File: config.mk
export PLATFORM = sky130hd
export DESIGN_NAME = spo_pulse_out
export DESIGN_NICKNAME = d
export VERILOG_FILES = /design/src/rtl/spo_pkg.sv /design/src/rtl/spo_pulse_out.sv
export VERILOG_INCLUDE_DIRS = /design/src /design/src/rtl
export SDC_FILE = /design/constraint.sdc
export NUM_CORES = 1
export LEC_CHECK = 0
export ABC_AREA = 0
export BUFFER_PORTS_ARGS = -buffer_cell sky130_fd_sc_hd__buf_2
export CAP_MARGIN = 20
export CORE_MARGIN = 3
export CORE_UTILIZATION = 50
export DETAILED_ROUTE_END_ITERATION = 10
export PLACE_DENSITY = 0.64
export SLEW_MARGIN = 10
export SYNTH_ARGS = -nofsm -noshare
export SYNTH_HDL_FRONTEND = slang
export SYNTH_SLANG_ARGS = --single-unit
File: constraint.sdc
create_clock -name clk -period 10.9 [get_ports clk]
set_clock_uncertainty 0.15 [all_clocks]
set_input_delay 2.18 -clock clk [delete_from_list [all_inputs] [get_ports clk]]
set_output_delay 2.18 -clock clk [all_outputs]
set_load 0.005 [all_outputs]
File: src/rtl/spo_consts.svh
// Constants of the single-phase pulse output: register offsets, operand codes and timing.
// Assumes inclusion by bare name from the design file and the testbench.
`ifndef SPO_CONSTS_SVH
`define SPO_CONSTS_SVH

`define SPO_ADDR_W 8
`define SPO_DATA_W 32
`define SPO_REG_SEL 8'h00
`define SPO_REG_SPEED 8'h04
`define SPO_REG_CNT_LO 8'h08
`define SPO_REG_CNT_HI 8'h0C
`define SPO_REG_CNT_SET 8'h10
`define SPO_REG_MODE_CTRL 8'h14
`define SPO_REG_STATUS 8'h18
`define SPO_REG_PV 8'h1C

`define SPO_PIN_A 12'h000
`define SPO_PIN_B 12'h010
`define SPO_MODE_COUNTED 12'h000
`define SPO_MODE_CONT 12'h001
`define SPO_CTRL_STOP 12'h003
`define SPO_CTRL_PORT 12'h000

`define SPO_FREQ_MIN_CODE 14'd2
`define SPO_FREQ_MAX_CODE 14'd200
`define SPO_HZ_PER_CODE 12'd10
`define SPO_COUNT_MAX 27'd16777215
`define SPO_CLK_HZ 24'd10000000
`define SPO_TOGGLE_LIMIT 24'(`SPO_CLK_HZ / 24'd2)
`define SPO_HALF_MIN_CYC 18'd2499
`define SPO_HALF_MAX_CYC 18'd250000

`endif

File: src/rtl/spo_pkg.sv
// Types of the single-phase pulse output.
// Assumes spo_consts.svh is on the include path.
package spo_pkg;
    typedef enum logic [1:0] {
        SPO_IDLE,
        SPO_RUN
    } spo_state_t;
endpackage

File: src/rtl/spo_pulse_out.sv
// Single-phase pulse train generator, 20 Hz to 2 kHz, on one of two output bits.
// Assumes a 10 MHz clock and a register port whose read data stands in the cycle after the read strobe.
//
// Function
// - Square train from 20 Hz to 2 kHz.
// - Select 000 drives bit a, 010 bit b.
// - Mode 000 counted, 001 continuous, latched at start.
// - Frequency is four-digit BCD, codes 0002 to 0200.
// - Counted mode halts after preset 1..16777215 pulses.
// - Never drive both output bits together.
// - Count captured at start, later loads ignored.
// - Reissued speed command retunes without stopping.
// - Continuous mode runs until a stop.
// - Speed command with frequency zero stops output.
// - Mode control port 000 code 003 stops.
//
// Decided for this implementation: strobed register access and the placing of the registers.
`timescale 1ns/1ps
`include "spo_consts.svh"

module spo_pulse_out (
    // Clock and reset.
    input wire logic clk,
    input wire logic nrst,
    // Register port.
    input wire logic [`SPO_ADDR_W-1:0] addr,
    input wire logic [`SPO_DATA_W-1:0] wdata,
    input wire logic wr,
    input wire logic rd,
    output logic [`SPO_DATA_W-1:0] rdata,
    // Pulse outputs to the motor driver.
    output logic pulse_out_bit_a,
    output logic pulse_out_bit_b
);

    function automatic logic bcd_ok(input logic [15:0] v);
        bcd_ok = (v[3:0] <= 4'h9) && (v[7:4] <= 4'h9) && (v[11:8] <= 4'h9) && (v[15:12] <= 4'h9);
    endfunction

    function automatic logic [13:0] bcd_val(input logic [15:0] v);
        bcd_val = 14'(v[15:12] * 14'd1000 + v[11:8] * 14'd100 + v[7:4] * 14'd10 + 14'(v[3:0]));
    endfunction

    spo_pkg::spo_state_t state_q;
    logic [11:0] sel_pin_q;
    logic [11:0] sel_mode_q;
    logic [15:0] cnt_lo_q;
    logic [15:0] cnt_hi_q;
    logic [23:0] preset_q;
    logic preset_ok_q;
    logic pin_b_q;
    logic mode_cont_q;
    logic [11:0] freq_hz_q;
    logic [23:0] acc_q;
    logic level_q;
    logic [23:0] remain_q;
    logic done_q;
    logic out_a_q;
    logic out_b_q;
    logic [`SPO_DATA_W-1:0] rdata_q;
    logic [17:0] since_toggle_q;

    logic running;
    logic wr_speed;
    logic wr_cnt_set;
    logic wr_ctrl;
    logic [13:0] f_code;
    logic f_ok;
    logic f_zero;
    logic sel_ok;
    logic sel_match;
    logic start;
    logic retune;
    logic stop_zero;
    logic stop_ctrl;
    logic [23:0] acc_sum;
    logic toggle;
    logic pulse_end;
    logic last_pulse;
    logic [26:0] cnt_val;
    logic cnt_ok;

    assign running = (state_q == spo_pkg::SPO_RUN);
    assign wr_speed = wr && (addr == `SPO_REG_SPEED);
    assign wr_cnt_set = wr && (addr == `SPO_REG_CNT_SET);
    assign wr_ctrl = wr && (addr == `SPO_REG_MODE_CTRL);
    assign f_code = bcd_val(wdata[15:0]);
    assign f_zero = (wdata[15:0] == 16'h0000);
    assign f_ok = bcd_ok(wdata[15:0]) && (f_code >= `SPO_FREQ_MIN_CODE) && (f_code <= `SPO_FREQ_MAX_CODE);
    assign sel_ok = ((sel_pin_q == `SPO_PIN_A) || (sel_pin_q == `SPO_PIN_B))
        && ((sel_mode_q == `SPO_MODE_COUNTED) || (sel_mode_q == `SPO_MODE_CONT));
    assign sel_match = (pin_b_q == (sel_pin_q == `SPO_PIN_B)) && (mode_cont_q == (sel_mode_q == `SPO_MODE_CONT));
    // A counted start with no loaded count is refused.
    assign start = wr_speed && !running && sel_ok && f_ok
        && ((sel_mode_q == `SPO_MODE_CONT) || preset_ok_q);
    assign retune = wr_speed && running && sel_ok && sel_match && f_ok;
    assign stop_zero = wr_speed && running && sel_ok && sel_match && f_zero;
    assign stop_ctrl = wr_ctrl && (wdata[27:16] == `SPO_CTRL_PORT) && (wdata[11:0] == `SPO_CTRL_STOP);
    // Phase accumulator toggles the level at twice the output rate, so the average period is exact.
    assign acc_sum = acc_q + 24'(freq_hz_q);
    assign toggle = running && (acc_sum >= `SPO_TOGGLE_LIMIT);
    assign pulse_end = toggle && level_q;
    assign last_pulse = pulse_end && !mode_cont_q && (remain_q == 24'h000001);
    assign cnt_val = 27'(bcd_val(cnt_hi_q)) * 27'd10000 + 27'(bcd_val(cnt_lo_q));
    assign cnt_ok = bcd_ok(cnt_lo_q) && bcd_ok(cnt_hi_q) && (cnt_val != 27'd0) && (cnt_val <= `SPO_COUNT_MAX);

    // Operand registers written by software.
    always_ff @(posedge clk or negedge nrst) begin
        if (!nrst) begin
            sel_pin_q <= 12'h000;
            sel_mode_q <= 12'h000;
            cnt_lo_q <= 16'h0000;
            cnt_hi_q <= 16'h0000;
        end else if (wr) begin
            if (addr == `SPO_REG_SEL) begin
                sel_pin_q <= wdata[11:0];
                sel_mode_q <= wdata[27:16];
            end
            if (addr == `SPO_REG_CNT_LO) begin
                cnt_lo_q <= wdata[15:0];
            end
            if (addr == `SPO_REG_CNT_HI) begin
                cnt_hi_q <= wdata[15:0];
            end
        end
    end

    // Count preset; the active count is separate, so a load during a run has no effect on it.
    always_ff @(posedge clk or negedge nrst) begin
        if (!nrst) begin
            preset_q <= 24'h000000;
            preset_ok_q <= 1'b0;
        end else if (wr_cnt_set && cnt_ok) begin
            preset_q <= 24'(cnt_val);
            preset_ok_q <= 1'b1;
        end
    end

    // Run control.
    always_ff @(posedge clk or negedge nrst) begin
        if (!nrst) begin
            state_q <= spo_pkg::SPO_IDLE;
            pin_b_q <= 1'b0;
            mode_cont_q <= 1'b0;
            done_q <= 1'b0;
        end else begin
            case (state_q)
                spo_pkg::SPO_IDLE: begin
                    if (start) begin
                        state_q <= spo_pkg::SPO_RUN;
                        pin_b_q <= (sel_pin_q == `SPO_PIN_B);
                        mode_cont_q <= (sel_mode_q == `SPO_MODE_CONT);
                        done_q <= 1'b0;
                    end
                end
                spo_pkg::SPO_RUN: begin
                    if (stop_zero || stop_ctrl) begin
                        state_q <= spo_pkg::SPO_IDLE;
                    end else if (last_pulse) begin
                        state_q <= spo_pkg::SPO_IDLE;
                        done_q <= 1'b1;
                    end
                end
                default: begin
                    state_q <= spo_pkg::SPO_IDLE;
                end
            endcase
        end
    end

    // Frequency, latched at start and replaced on a retune.
    always_ff @(posedge clk or negedge nrst) begin
        if (!nrst) begin
            freq_hz_q <= 12'h000;
        end else if (start || retune) begin
            freq_hz_q <= 12'(f_code) * `SPO_HZ_PER_CODE;
        end
    end

    // Waveform: starts high, toggles on accumulator wrap.
    always_ff @(posedge clk or negedge nrst) begin
        if (!nrst) begin
            acc_q <= 24'h000000;
            level_q <= 1'b0;
        end else if (start) begin
            acc_q <= 24'h000000;
            level_q <= 1'b1;
        end else if (!running || stop_zero || stop_ctrl || last_pulse) begin
            acc_q <= 24'h000000;
            level_q <= 1'b0;
        end else if (toggle) begin
            acc_q <= acc_sum - `SPO_TOGGLE_LIMIT;
            level_q <= !level_q;
        end else begin
            acc_q <= acc_sum;
        end
    end

    // Pulses left in counted mode, counted at each falling edge.
    always_ff @(posedge clk or negedge nrst) begin
        if (!nrst) begin
            remain_q <= 24'h000000;
        end else if (start) begin
            remain_q <= preset_q;
        end else if (pulse_end && !mode_cont_q) begin
            remain_q <= remain_q - 24'h000001;
        end
    end

    // Cycles since the last level change, used only by the half-period checks below.
    always_ff @(posedge clk or negedge nrst) begin
        if (!nrst) begin
            since_toggle_q <= 18'h00000;
        end else if (start || toggle || !running) begin
            since_toggle_q <= 18'h00000;
        end else begin
            since_toggle_q <= since_toggle_q + 18'h00001;
        end
    end

    // Only the selected bit follows the level; the other stays low.
    always_ff @(posedge clk or negedge nrst) begin
        if (!nrst) begin
            out_a_q <= 1'b0;
            out_b_q <= 1'b0;
        end else begin
            out_a_q <= running && !pin_b_q && level_q;
            out_b_q <= running && pin_b_q && level_q;
        end
    end

    // Read data stands in the cycle after the strobe and is zero otherwise.
    always_ff @(posedge clk or negedge nrst) begin
        if (!nrst) begin
            rdata_q <= 32'h00000000;
        end else if (rd) begin
            case (addr)
                `SPO_REG_SEL: rdata_q <= {4'h0, sel_mode_q, 4'h0, sel_pin_q};
                `SPO_REG_SPEED: rdata_q <= {20'h00000, freq_hz_q};
                `SPO_REG_CNT_LO: rdata_q <= {16'h0000, cnt_lo_q};
                `SPO_REG_CNT_HI: rdata_q <= {16'h0000, cnt_hi_q};
                `SPO_REG_STATUS: rdata_q <= {27'h0000000, pin_b_q, mode_cont_q, running, done_q, preset_ok_q};
                `SPO_REG_PV: rdata_q <= {8'h00, remain_q};
                default: rdata_q <= 32'h00000000;
            endcase
        end else begin
            rdata_q <= 32'h00000000;
        end
    end

    assign rdata = rdata_q;
    assign pulse_out_bit_a = out_a_q;
    assign pulse_out_bit_b = out_b_q;

    AST_ONE_BIT: assert property (@(posedge clk) disable iff (!nrst) !(out_a_q && out_b_q))
        else $error("Both pulse outputs high.");
    AST_PIN_ROUTE: assert property (@(posedge clk) disable iff (!nrst)
        (out_a_q |-> !pin_b_q) and (out_b_q |-> pin_b_q))
        else $error("Pulse on unselected bit.");
    AST_FREQ_RANGE: assert property (@(posedge clk) disable iff (!nrst)
        running |-> (freq_hz_q >= 12'd20) && (freq_hz_q <= 12'd2000))
        else $error("Running frequency out of range.");
    AST_FREQ_SCALE: assert property (@(posedge clk) disable iff (!nrst)
        (start || retune) |=> freq_hz_q == 12'($past(f_code)) * 12'd10)
        else $error("Frequency not ten times the code.");
    AST_MODE_LATCH: assert property (@(posedge clk) disable iff (!nrst)
        start |=> running && (mode_cont_q == $past(sel_mode_q == `SPO_MODE_CONT)))
        else $error("Mode not latched at start.");
    AST_COUNT_HOLD: assert property (@(posedge clk) disable iff (!nrst)
        (running && wr_cnt_set && !pulse_end && !start) |=> $stable(remain_q))
        else $error("Count load changed the active count.");
    AST_AUTO_STOP: assert property (@(posedge clk) disable iff (!nrst)
        last_pulse |=> !running && done_q ##1 !out_a_q && !out_b_q)
        else $error("Counted run did not halt.");
    AST_ZERO_STOP: assert property (@(posedge clk) disable iff (!nrst)
        stop_zero |=> !running ##1 !out_a_q && !out_b_q)
        else $error("Zero frequency did not stop.");
    AST_CTRL_STOP: assert property (@(posedge clk) disable iff (!nrst)
        (running && stop_ctrl) |=> !running)
        else $error("Stop control ignored.");
    AST_CONT_RUN: assert property (@(posedge clk) disable iff (!nrst)
        (running && mode_cont_q && !stop_zero && !stop_ctrl) |=> running)
        else $error("Continuous run ended without stop.");
    AST_RETUNE: assert property (@(posedge clk) disable iff (!nrst)
        retune |=> running && $stable(pin_b_q))
        else $error("Retune interrupted the run.");

    // Waveform timing: every half period lies between the 2 kHz and the 20 Hz bound.
    AST_START_HIGH: assert property (@(posedge clk) disable iff (!nrst)
        start |=> running && level_q)
        else $error("Run did not start with a high half.");
    AST_PIN_FOLLOW: assert property (@(posedge clk) disable iff (!nrst)
        running |=> ((out_a_q || out_b_q) == $past(level_q)))
        else $error("Output bit does not follow the level.");
    AST_HALF_MIN: assert property (@(posedge clk) disable iff (!nrst)
        toggle |-> (since_toggle_q >= `SPO_HALF_MIN_CYC))
        else $error("Half period shorter than at 2 kHz.");
    AST_HALF_MAX: assert property (@(posedge clk) disable iff (!nrst)
        running |-> (since_toggle_q < `SPO_HALF_MAX_CYC))
        else $error("Half period longer than at 20 Hz.");
    AST_FREQ_HOLD: assert property (@(posedge clk) disable iff (!nrst)
        (running && !retune) |=> $stable(freq_hz_q))
        else $error("Frequency changed without a speed command.");

    // Routing and idle level of the two output bits.
    AST_UNSEL_LOW: assert property (@(posedge clk) disable iff (!nrst)
        (!pin_b_q |=> !out_b_q) and (pin_b_q |=> !out_a_q))
        else $error("Unselected bit not held low.");
    AST_IDLE_QUIET: assert property (@(posedge clk) disable iff (!nrst)
        !running |=> !out_a_q && !out_b_q)
        else $error("Output bit high while stopped.");

    // Command acceptance and count handling.
    AST_SPEED_REFUSE: assert property (@(posedge clk) disable iff (!nrst)
        (wr_speed && !running && !f_ok) |=> !running)
        else $error("Out of range frequency started a run.");
    AST_CTRL_OTHER: assert property (@(posedge clk) disable iff (!nrst)
        (running && wr_ctrl && !stop_ctrl && !last_pulse) |=> running)
        else $error("Mode control for another port stopped the run.");
    AST_COUNTED_PRESET: assert property (@(posedge clk) disable iff (!nrst)
        (start && (sel_mode_q == `SPO_MODE_COUNTED)) |-> preset_ok_q && (preset_q != 24'h000000))
        else $error("Counted run started without a count.");
    AST_START_LOAD: assert property (@(posedge clk) disable iff (!nrst)
        start |=> remain_q == $past(preset_q))
        else $error("Count not captured at start.");
    AST_COUNT_STEP: assert property (@(posedge clk) disable iff (!nrst)
        (pulse_end && !mode_cont_q) |=> remain_q == $past(remain_q) - 24'h000001)
        else $error("Pulse count did not step down.");
    AST_PV_EMPTY: assert property (@(posedge clk) disable iff (!nrst)
        last_pulse |=> remain_q == 24'h000000)
        else $error("Pulses left after a counted run.");
    AST_DONE_CLEAR: assert property (@(posedge clk) disable iff (!nrst)
        start |=> !done_q)
        else $error("Done flag not cleared by start.");

    CVR_COUNTED_DONE: cover property (@(posedge clk) disable iff (!nrst) last_pulse);
    CVR_RETUNE: cover property (@(posedge clk) disable iff (!nrst) retune);
    CVR_BIT_B: cover property (@(posedge clk) disable iff (!nrst) out_b_q);
    CVR_CTRL_STOP: cover property (@(posedge clk) disable iff (!nrst) running && stop_ctrl);
    CVR_ZERO_STOP: cover property (@(posedge clk) disable iff (!nrst) stop_zero);

endmodule

# Yosys cells after proc, flatten, opt, wreduce, memory -nomap -nowiden
# Cells that the tools add are included.
# Widths: inputs -> output; s select.
dict set report op_classes {
  order_cmp 16
  n_reduce_logical 67
  eq_ne 18
  mul 11
  muxes 18
  addsub 13
}
# cell n
set op_table {}
lappend op_table {{$pmux 28 s6} 1}
lappend op_table {{$mux 24} 5}
lappend op_table {{$le 4x4->1 const B} 12}
lappend op_table {{$add 14x11->14} 3}
lappend op_table {{$add 14x4->14} 3}
lappend op_table {{$add 14x8->14} 3}
lappend op_table {{$logic_and 1x1->1} 39}
lappend op_table {{$logic_not 12->1} 3}
lappend op_table {{$mul 4x7->11 const B} 3}
lappend op_table {{$eq 8x5->1 const B} 4}
lappend op_table {{$mux 32} 1}
lappend op_table {{$add 27x14->27} 1}
lappend op_table {{$le 27x24->1 const B} 1}
lappend op_table {{$mul 4x5->9 const B} 3}
lappend op_table {{$reduce_bool 27->1} 1}
lappend op_table {{$add 24x12->24} 1}
lappend op_table {{$eq 24x1->1 const B} 1}
lappend op_table {{$ge 24x23->1 const B} 1}
lappend op_table {{$sub 24x1->24 const B} 1}
lappend op_table {{$sub 24x23->24 const B} 1}
lappend op_table {{$mul 14x10->23 const B} 1}
lappend op_table {{$mul 4x3->7 const B} 3}
lappend op_table {{$eq 8x4->1 const B} 2}
lappend op_table {{$logic_not 16->1} 1}
lappend op_table {{24 further kinds} 48}
dict set report word_totals {
  wordCells 160
  inputBits 44
  output_inout_bits 34
  regBits 180
}

# Depth between registers and ports, before layout
# Gate-level depths: netlist of run 1.
dict set report depth {
  depth_word 11
  mapped_depth 37
  depth_no_buf 36
}

# Worst setup path before layout of run 1
# OpenSTA, ideal clock, no wires.
dict set report synth_path {
  path_type {flip-flop to flip-flop}
  startpoint {register cnt_hi_q[14]}
  endpoint {register preset_q[5]}
  setup_time_ps 127
  path_stages_with_launch 35
  n_path_buf 1
  t_arrival_ps 8907
  required_ps 10623
  synth_period_minus_slack_ps 9185
  slack_ps 1715
  cell_sequence {dfrtp_1 fa_1 inv_1 fa_1 inv_1 ha_1 a21o_1 a21oi_1 xnor2_1 ha_1 ha_1 ha_1 nor2_1 nor2_1 nand2_1 xnor2_1 fa_1 ha_1 inv_1 fa_1 inv_1 ha_1 ha_1 ha_1 o21ai_0 a221oi_1 a311o_1 o21ai_1 o311ai_0 nand4_1 nor4_1 a31o_2 nor3b_4 buf_6 mux2_1}
}
dict set report synth_via {
  elab_chain_len 10
  elab_cells_between_ends 14
  classes_between {4 x add/sub; 2 x mul; 2 x order compare; 6 x reduce/logical}
}
# item line_no
set synth_lines {}
lappend synth_lines {{start, declared} spo_pulse_out.sv:48} ;# logic [15:0] cnt_hi_q;
lappend synth_lines {{start signal, assigned} spo_pulse_out.sv:123} ;# cnt_hi_q <= wdata[15:0];
lappend synth_lines {{parallel branches: the longest is 8 deep, another holds $add 27x14->27} --}
lappend synth_lines {{$logic_and 1x1->1 *} spo_pulse_out.sv:105} ;# assign cnt_ok = bcd_ok(cnt_lo_q) && bcd_ok(cnt_hi_q) && (cnt_val != 27'd0) && (cnt_val <= `SPO_COUNT_MAX);
lappend synth_lines {{$logic_and 1x1->1 *} spo_pulse_out.sv:133} ;# end else if (wr_cnt_set && cnt_ok) begin
lappend synth_lines {{end signal, assigned} spo_pulse_out.sv:134} ;# preset_q <= 24'(cnt_val);
lappend synth_lines {{end, declared} spo_pulse_out.sv:49} ;# logic [23:0] preset_q;
# Every way passes the cells marked *.
# A chain may end at the register's enable or synchronous reset.

# Final worst setup path of run 1
dict set report layout_path {
  startpoint {register cnt_hi_q[15]}
  endpoint {register preset_q[1]}
}
# Same word-level chain as after synthesis.

==> results of run 1 <==
layer usage:
| metal | part of all wire | global-route usage | up-vias |
|---|---|---|---|
| met1 | 0.47 | 0.3255 | 6613 |
| met4 | 0.020 | 0.06360 | 0 |
| met3 | 0.057 | 0.04178 | 42 |
| met5 | 0 | 0 | - |
| met2 | 0.46 | 0.3757 | 339 |
| li1 | - | - | 6593 |
state kept, by name (all words and copies together), names as in the netlist, 11 cells and up:
register,count
rdata,28
preset_q,24
remain_q,24
acc_q,23
cnt_hi_q,16
cnt_lo_q,16
sel_mode_q,12
sel_pin_q,12
freq_hz_q,11
power by group through the flow:
stage / clock [W] / sequential, W / combinational (W)
3_3_place_gp: 0 / 0.000696 / 0.00227
2_1_floorplan: 0 / 0.000687 / 0.00182
3_5_place_dp: 0 / 0.000697 / 0.00230
5_1_grt: 0.000650 / 0.000686 / 0.00265
4_1_cts: 0.000623 / 0.000684 / 0.00234
6_report: 0.000616 / 0.000684 / 0.00233
synth_stat cells, drive strengths merged (11+ instances only):
library cell / instances
ha: 273
inv: 217
dfrtp: 174
nand2: 111
xnor2: 100
nor2: 96
o21ai: 92
fa: 83
a21oi: 81
mux2: 69
a21o: 48
nor3: 45
a22oi: 36
nand3: 36
xor2: 28
a31oi: 24
and3: 24
clkbuf: 24
buf: 20
nor4: 19
nor2b: 18
o21a: 18
o21bai: 15
nand4: 14
and2: 11
final cells by class:
class                      instances  area, um2
clock inverter                    15      162.7
inverter                         218      818.3
multi-input combinational       1398      12020
sequential                       174       4354
tap                              448      560.5
timing repair buffer              87      494.2
clock buffer                      17      425.4
fill                            3055      15040
per-stage QoR:
stage	instance area (um2)	util	power (W)	hold WS [ns]	worst slack [ns]
2_1_floorplan	17400	-	0.002507	0.3015	1.715
3_3_place_gp	18220	0.5379	0.002968	0.3176	0.8565
3_5_place_dp	18220	0.5379	0.002999	0.3248	0.7109
4_1_cts	18810	0.5553	0.003644	0.3419	0.6228
5_1_grt	18830	0.5560	0.003992	0.3550	0.09010
6_report	18830	0.5560	0.003629	0.3392	0.6731
timing repair:
item | 4_1_cts | 5_1_grt
endpoints found under the setup margin | 0 | 20
buffers inserted | 0 | 0
resized for setup | 0 | 1
worst max-delay path: cells and delay by family, from the launching register on:
family / cells / cell delay [ns]
buffers and inverters: 7 / 0.82
AOI/OAI and AO/OA: 7 / 1.79
xor gates and xnor gates: 2 / 0.53
and+or+nand+nor: 6 / 1.07
muxes: 1 / 0.37
DFF: 1 / 0.58
adders and majority gates: 12 / 4.77
worst max path at each step:
stage,start,end,slack (ns),cells past startpoint
after floorplan,cnt_hi_q[14],preset_q[5],1.72,34
after global placement,cnt_hi_q[15],preset_q[0],0.86,35
after detailed placement,cnt_hi_q[15],preset_q[18],0.71,35
after CTS,cnt_hi_q[15],preset_q[1],0.62,35
after global routing,cnt_hi_q[15],preset_q[8],0.09,34
final,cnt_hi_q[15],preset_q[1],0.67,35
logic make-up after synthesis:
kind of cell | after synthesis | share of synthesized area
other | 1 | 0.0002157
flip-flops | 174 | 0.2504
AND/OR/NAND/NOR | 430 | 0.1276
XOR/XNOR | 128 | 0.06447
adder cells (fa/ha/maj) | 356 | 0.2920
AO/OA/AOI/OAI | 409 | 0.1585
buffers and inverters | 262 | 0.06102
multiplexers | 71 | 0.04583
==> flow_summary_export.csv, run 1 <==
group,metric,value,unit
global_route,grt_pass1_vias,13160,
drt,ant_nets,0,
floorplan,start_util,0.5134,
final_layout,final_common_cell,"ha_1",
drt,wl_per_cell,18.19,um
global_route,grt_max_degree,99,
synth,synth.distinct_cells,93,
pwr,power.density,192.7,nW/um2
drt,drc_errors,0,
setup_path,start_kind,"flip-flop",
cts,htree_levels,4,
synth,async_flop_share,1.000,
drt,via_count,13587,
setup_path,path_max_fanout,22,
flow_run,drv_cap,0,
global_route,antenna_found_initial,0,
sta,max_freq,97.78,MHz
sta,rsz0062_at_grt,"false",
final_layout,antenna_cells,0,
global_route,grt_use_total,0.2338,
placement,gp_congestion,0.8801,
setup_path,worstReg2RegStart,"cnt_hi_q[15]",
final_layout,final_nets,2296,
synth,yosys_warnings,0,
cts,cts_buffer_depth,2,
sta,relSlewSlack,0.3557,
worst_hold_path,holdPathEnd,"preset_q[16]",
sta,tightestPinTransition,0.9664,ns
placement,post-dp-hpwl,34090,um
setup_path,crit_path_top_delay_cell,"fa_1",
setup_path,crit_required,11.07,ns
synth,synth_edf_count,0,
setup_path,reg2reg_slack,0.67,ns
pwr,clockPowerShare,0.170,
placement,port_buffers,69,
global_route,grt_pass1_wl,69010,um
cts,cts_hold_buffers,0,
drt,routed_wl,42880,um
worst_hold_path,worstHoldPathCells,1,
sta,finalCritPeriodShare,0.9382,
setup_path,cp.arrival,10.40,ns
drt,dr.pass1.iters,5,
floorplan,fp.dieW,192.5,um
synth,synth-main-ff-cell,"dfrtp_1",
setup_path,path_class,"flip-flop to flip-flop",
synth,avgSynthCellArea,9.497,um2
setup_path,cp-end-kind,"flip-flop",
run_status,status,"finished clean",
sta,drv_slew,0,
pwr,seqPwrFrac,0.189,
pwr,switchingPower,0.001696,W
sta,finalSetupViolations,0,
synth,ys_ff_latch,174,
final_layout,layout_common_cells,"ha_1, inv_1, dfrtp_1, nand2_1, xnor2_1",
drt,drt-initial-drc-count,964,
final_layout,fin_cells,2357,
cts,cts_buffers,17,
final_layout,areaGrowthSynthToFinish,8.289,%
setup_path,reg2reg_to,"preset_q[1]",
pwr,p_comb_frac,0.642,
drt,via_per_inst,5.765,
floorplan,rows,67,
sta,tns,0,ns
placement,placed_cells,2323,
cts,cts_tree,"built",
floorplan,dieArea,37050,um2
pwr,swShare,0.4672,
pwr,power_leakage,9.686,nW
synth,synthCells,1831,
synth,syn_area,17390,um2
sta,fin_crit,10.23,ns
worst_hold_path,hp-start,"preset_q[16]",
pwr,internal-power,0.001934,W
synth,yosysSeqAreaShare,0.2504,
setup_path,worst-r2r-cell-count,35,
setup_path,crit_path_max_incr_delay,0.71,ns
pwr,max-vdd-ir-drop,0.0001769,V
synth,synth_area_leaders,"dfrtp_1, ha_1, fa_1",
cts,clockRootBuffer,"clkbuf_16",
setup_path,path_common_cell,"ha_1",
sta,finalHoldViolations,0,
global_route,gr-total-overflow,0,
final_layout,drive_above_1_share,0.1084,
cts,cts.sinks,174,
floorplan,ios,78,
floorplan,fp.dieH,192.5,um
cts,clkLatencyLatePin,0.45,ns
synth,synth_top_area_cell,"dfrtp_1",
floorplan,core_area,33870,um2
cts,cts.clk_slew.worst_paths,0.08,ns
synth,synth_top_area_share,0.2504,
worst_hold_path,hold_path_class,"flip-flop to flip-flop",
(Power assumes the default switching activity.)
==> inputs of run 2 (changes only) <==
Clock period 10.9 ns to 11.8 ns, I/O delays scaled along.
==> flow_summary_export.csv, run 2 (synthesized netlist as in run 1, its figures left out) <==
group,metric,value,unit
setup_path,crit_path_max_incr_delay,0.73,ns
setup_path,crit_buf_inv,5,
cts,clkLatencyLatePin,0.45,ns
setup_path,crit_family,"adder cells",
cts,htree_levels,4,
drt,dr.pass1.iters,6,
sta,fin_crit,10.30,ns
floorplan,fp.dieH,192.5,um
floorplan,ios,78,
drt,drc_errors,0,
cts,cts_buffer_depth,2,
setup_path,path_class,"flip-flop to flip-flop",
pwr,power.density,177.0,nW/um2
floorplan,fp.dieW,192.5,um
cts,cts_setup_buffers,0,
floorplan,start_util,0.5134,
cts,clockRootBuffer,"clkbuf_16",
run_status,status,"finished clean",
final_layout,register_area,4354,um2
sta,holdWs,0.3400,ns
drt,drt-initial-drc-count,988,
sta,tightestPinTransition,0.9963,ns
sta,finalHoldViolations,0,
worst_hold_path,holdPathEnd,"preset_q[13]",
setup_path,reg2reg_slack,1.50,ns
floorplan,dieArea,37050,um2
final_layout,largest_reg_flops,28,
setup_path,start_kind,"flip-flop",
setup_path,crit_cells,34,
floorplan,core_area,33870,um2
cts,cts_tree,"built",
pwr,power_leakage,9.636,nW
sta,relSlewSlack,0.3346,
setup_path,cp.arrival,10.47,ns
global_route,gr-total-overflow,0,
global_route,grt_pass1_vias,13139,
placement,gp_congestion,0.8622,
setup_path,worst-r2r-cell-count,34,
drt,via_count,13648,
final_layout,fill_cells,3065,
setup_path,worstReg2RegStart,"cnt_hi_q[14]",
placement,port_buffers,69,
final_layout,final_common_cell,"ha_1",
final_layout,layout_common_cells,"ha_1, inv_1, dfrtp_1, nand2_1, xnor2_1",
sta,finalSetupViolations,0,
setup_path,crit_required,11.97,ns
cts,cts_hold_buffers,0,
global_route,antenna_found_initial,0,
worst_hold_path,hold_path_class,"flip-flop to flip-flop",
global_route,grt_use_total,0.2339,
placement,post-dp-hpwl,34030,um
drt,via_per_inst,5.805,
final_layout,drive_above_1_share,0.1056,
pwr,max-vdd-ir-drop,0.0001950,V
final_layout,final_nets,2290,
setup_path,cp-end-kind,"flip-flop",
sta,finalCritPeriodShare,0.8727,
setup_path,path_common_cell,"ha_1",
sta,drv_slew,0,
final_layout,finalInstanceArea,18760,um2
sta,tns,0,ns
floorplan,rows,67,
worst_hold_path,worstHoldPathCells,1,
sta,rsz0062_at_grt,"false",
sta,max_freq,97.11,MHz
cts,cts_resized,0,
setup_path,reg2reg_to,"preset_q[1]",
drt,ant_nets,0,
setup_path,path_max_fanout,22,
global_route,grt_pass1_wl,69030,um
worst_hold_path,hp-start,"preset_q[13]",
placement,placed_area,18180,um2
drt,wl_per_cell,18.09,um
setup_path,crit_path_top_delay_cell,"fa_1",
cts,cts.sinks,174,
drt,routed_wl,42530,um
global_route,grt_max_degree,100,
final_layout,antenna_cells,0,
flow_run,drv_cap,0,
cts,cts_buffers,17,
cts,cts.clk_slew.worst_paths,0.08,ns
final_layout,areaGrowthSynthToFinish,7.907,%
final_layout,multiInputGateArea,12010,um2
==> run 2: changes by cell type in the layout (fill, tap and decap cells not counted), sizes merged <==
| cell | change |
|---|---|
| buf | -6 |
| clkinv | -3 |
| clkinvlp | +3 |
==> run 2: layout make-up <==
cell class,count,share of cell area
clock buffer,17,0.02267
inverter,218,0.04361
clock inverter,15,0.007602
tap,448,0.02987
timing repair buffer,81,0.02394
sequential,174,0.2320
multi-input combinational,1398,0.6403
==> run 2: how the worst max path moves through the flow <==
stage / slack, ns / from / end
floorplan: 2.62 / cnt_hi_q[14] / preset_q[5]
global placement: 1.70 / cnt_hi_q[14] / preset_q[0]
detailed placement: 1.52 / cnt_hi_q[14] / preset_q[3]
CTS: 1.45 / cnt_hi_q[14] / preset_q[3]
global route: 0.77 / cnt_hi_q[14] / preset_q[3]
finish: 1.50 / cnt_hi_q[14] / preset_q[1]
==> run 2: per-stage QoR <==
stage                       util  std cells  setup WS [ns]  total power, W
after floorplan                -       1834          2.615        0.002316
after global placement    0.5368       2318          1.696        0.002728
after detailed placement  0.5368       2318          1.517        0.002760
after CTS                 0.5536       2350          1.453        0.003341
after global routing      0.5540       2351         0.7711        0.003660
final                     0.5540       2351          1.502        0.003321
==> run 2: routing by layer <==
metal	global-route usage	part of all wire	wire length, um	up-vias
met4	0.05856	0.021	910	0
met5	0	0	0	-
met1	0.3317	0.46	19670	6659
li1	-	-	-	6580
met3	0.03124	0.053	2251	52
met2	0.3790	0.46	19700	357
==> run 2: power by group <==
group	switching, W	internal [W]	total [W]
combinational	0.00125	0.000888	0.00214
clock	0.000270	0.000281	0.000551
sequential	0.0000224	0.000611	0.000633
==> inputs of run 3 (changes only) <==
Settings changed: ABC_AREA 0 to 1.
==> flow_summary_export.csv, run 3 <==
group,metric,value,unit
sta,finalSetupViolations,0,
setup_path,path_common_cell,"inv_1",
flow_run,drv_cap,0,
synth,yosys_warnings,0,
pwr,power_leakage,11.41,nW
setup_path,cp.arrival,10.02,ns
synth,synth_edf_count,0,
floorplan,rows,70,
run_status,status,"finished clean",
drt,dr.pass1.iters,5,
cts,clockRootBuffer,"clkbuf_16",
synth,synth_top_area_share,0.2320,
sta,fin_crit,9.837,ns
cts,cts_tree,"built",
pwr,max-vdd-ir-drop,0.0001418,V
synth,syn_area,18770,um2
placement,port_buffers,69,
cts,cts.sinks,174,
sta,relSlewSlack,0.3788,
drt,via_per_inst,5.353,
setup_path,path_max_fanout,25,
synth,async_flop_share,1.000,
cts,cts_hold_buffers,0,
global_route,grt_max_degree,72,
synth,ys_top_cells_by_count,"nand2_1, inv_1, ha_1, nor2_1, dfrtp_1",
cts,clkLatencyLatePin,0.45,ns
drt,routed_wl,47630,um
sta,finalHoldViolations,0,
sta,tns,0,ns
floorplan,dieArea,39900,um2
setup_path,crit_path_max_incr_delay,0.69,ns
setup_path,cp-end-kind,"flip-flop",
setup_path,crit_buf_inv,9,
floorplan,ios,78,
final_layout,layout_common_cells,"nand2_1, inv_1, ha_1, nor2_1, dfrtp_1",
cts,cts_buffer_depth,2,
synth,synth.distinct_cells,50,
cts,cts_resized,0,
global_route,gr-total-overflow,0,
drt,ant_nets,0,
drt,via_count,16402,
floorplan,fp.dieH,199.8,um
synth,yosys.cell_count.top_type,"nand2_1",
synth,yosysSeqAreaShare,0.2320,
sta,max_freq,101.7,MHz
floorplan,start_util,0.5102,
global_route,grt_use_total,0.2426,
floorplan,core_area,36790,um2
floorplan,fp.dieW,199.8,um
placement,post-dp-hpwl,39200,um
sta,tightestPinTransition,0.9240,ns
cts,htree_levels,4,
synth,ys_ff_latch,174,
cts,cts_setup_buffers,0,
setup_path,crit_family,"adder cells",
final_layout,areaGrowthSynthToFinish,7.113,%
global_route,antenna_found_initial,0,
placement,gp_congestion,0.9048,
synth,synthCells,2530,
final_layout,antenna_cells,0,
final_layout,fill_cells,3608,
global_route,grt_pass1_wl,78480,um
synth,synth-main-ff-cell,"dfrtp_1",
final_layout,largest_reg_flops,28,
drt,wl_per_cell,15.55,um
drt,drc_errors,0,
drt,drt-initial-drc-count,1078,
sta,drv_slew,0,
final_layout,drive_above_1_share,0.06202,
pwr,power.density,174.5,nW/um2
cts,cts_buffers,17,
sta,finalCritPeriodShare,0.8337,
sta,holdWs,0.3243,ns
synth,synth_area_leaders,"dfrtp_1, ha_1, nand2_1",
setup_path,path_class,"flip-flop to flip-flop",
synth,synth_top_area_cell,"dfrtp_1",
final_layout,final_common_cell,"nand2_1",
worst_hold_path,hold_path_class,"flip-flop to flip-flop",
global_route,grt_pass1_vias,15755,
final_layout,final_nets,2983,
cts,cts.clk_slew.worst_paths,0.07,ns
synth,avgSynthCellArea,7.419,um2
setup_path,crit_required,11.98,ns
setup_path,crit_path_top_delay_cell,"fa_1",
setup_path,start_kind,"flip-flop",
sta,rsz0062_at_grt,"false",
## run 3: cell types whose count changed after synthesis, moves of 36 or more
cell / before / now
nand4_1: 14 / 79
nand2_1: 109 / 606
a21o_1: 47 / 7
a22oi_1: 36 / 0
inv_1: 217 / 448
nor2_1: 96 / 183
nand3_1: 35 / 152
mux2_2: 51 / 2
xor2_1: 28 / 65
xnor2_1: 100 / 33
## run 3: power breakdown
part	switching (W)	leakage [nW]	internal [W]	total, W
logic	0.00149	8.93	0.000813	0.00230
clock network	0.000278	0.291	0.000303	0.000580
registers	0.0000185	2.19	0.000610	0.000629
total	0.00178	11.4	0.00173	0.00351
## run 3: worst paths after layout
path / startpoint / end / slack [ns] / cells after the start
min: preset_q[23] / preset_q[23] / 0.32 / 2
max in group asynchronous: nrst / sel_pin_q[0] / 8.65 / 2
min reg2reg: preset_q[23] / preset_q[23] / 0.32 / 2
max: cnt_hi_q[15] / preset_q[14] / 1.96 / 38
max reg2reg: cnt_hi_q[15] / preset_q[14] / 1.96 / 38
min in group asynchronous: nrst / remain_q[15] / 1.64 / 1
## run 3: metal layers
metal | share of wire | track usage | vias to the layer above
li1 | - | - | 8232
met1 | 0.49 | 0.3568 | 7755
met2 | 0.45 | 0.3911 | 365
met3 | 0.044 | 0.02484 | 50
met4 | 0.016 | 0.05118 | 0
met5 | 0 | 0 | -
## run 3: cells by family after synthesis
| kind of cell | synth area share |
|---|---|
| mux | 0.001200 |
| flops | 0.2320 |
| simple gates | 0.2575 |
| compound gates | 0.08546 |
| fa+ha+maj | 0.2705 |
| other cells | 0.0001998 |
| buf+inv | 0.1048 |
| xor+xnor | 0.04833 |
## run 3: through the flow
step	area [um2]	total power (W)	std cells	utilization	setup WS, ns
floorplan	18780	0.002395	2533	-	3.341
global placement	19510	0.002888	3032	0.5304	2.036
detailed placement	19510	0.002913	3032	0.5304	1.946
CTS	20100	0.003517	3064	0.5465	1.898
global route	20100	0.003904	3064	0.5465	1.140
finish	20100	0.003508	3064	0.5465	1.963
## run 3: worst register-to-register path, delay by kind of cell, from the launching register on
family | cells | cell delay (ns)
AOI/OAI and AO/OA | 3 | 0.97
xor gates and xnor gates | 2 | 0.59
adders and majority gates | 12 | 4.95
buffers and inverters | 9 | 0.77
DFF | 1 | 0.56
and+or+nand+nor | 12 | 1.74
## run 3: final cells by class
cell class	instances	area, um2	share of cell area
Sequential cell	174	4354	0.2166
Tap cell	468	585.6	0.02913
Timing Repair Buffer	75	396.6	0.01973
Inverter	457	1715	0.08533
Clock inverter	15	167.7	0.008340
Clock buffer	17	425.4	0.02116
Multi-Input combinational cell	1858	12460	0.6197
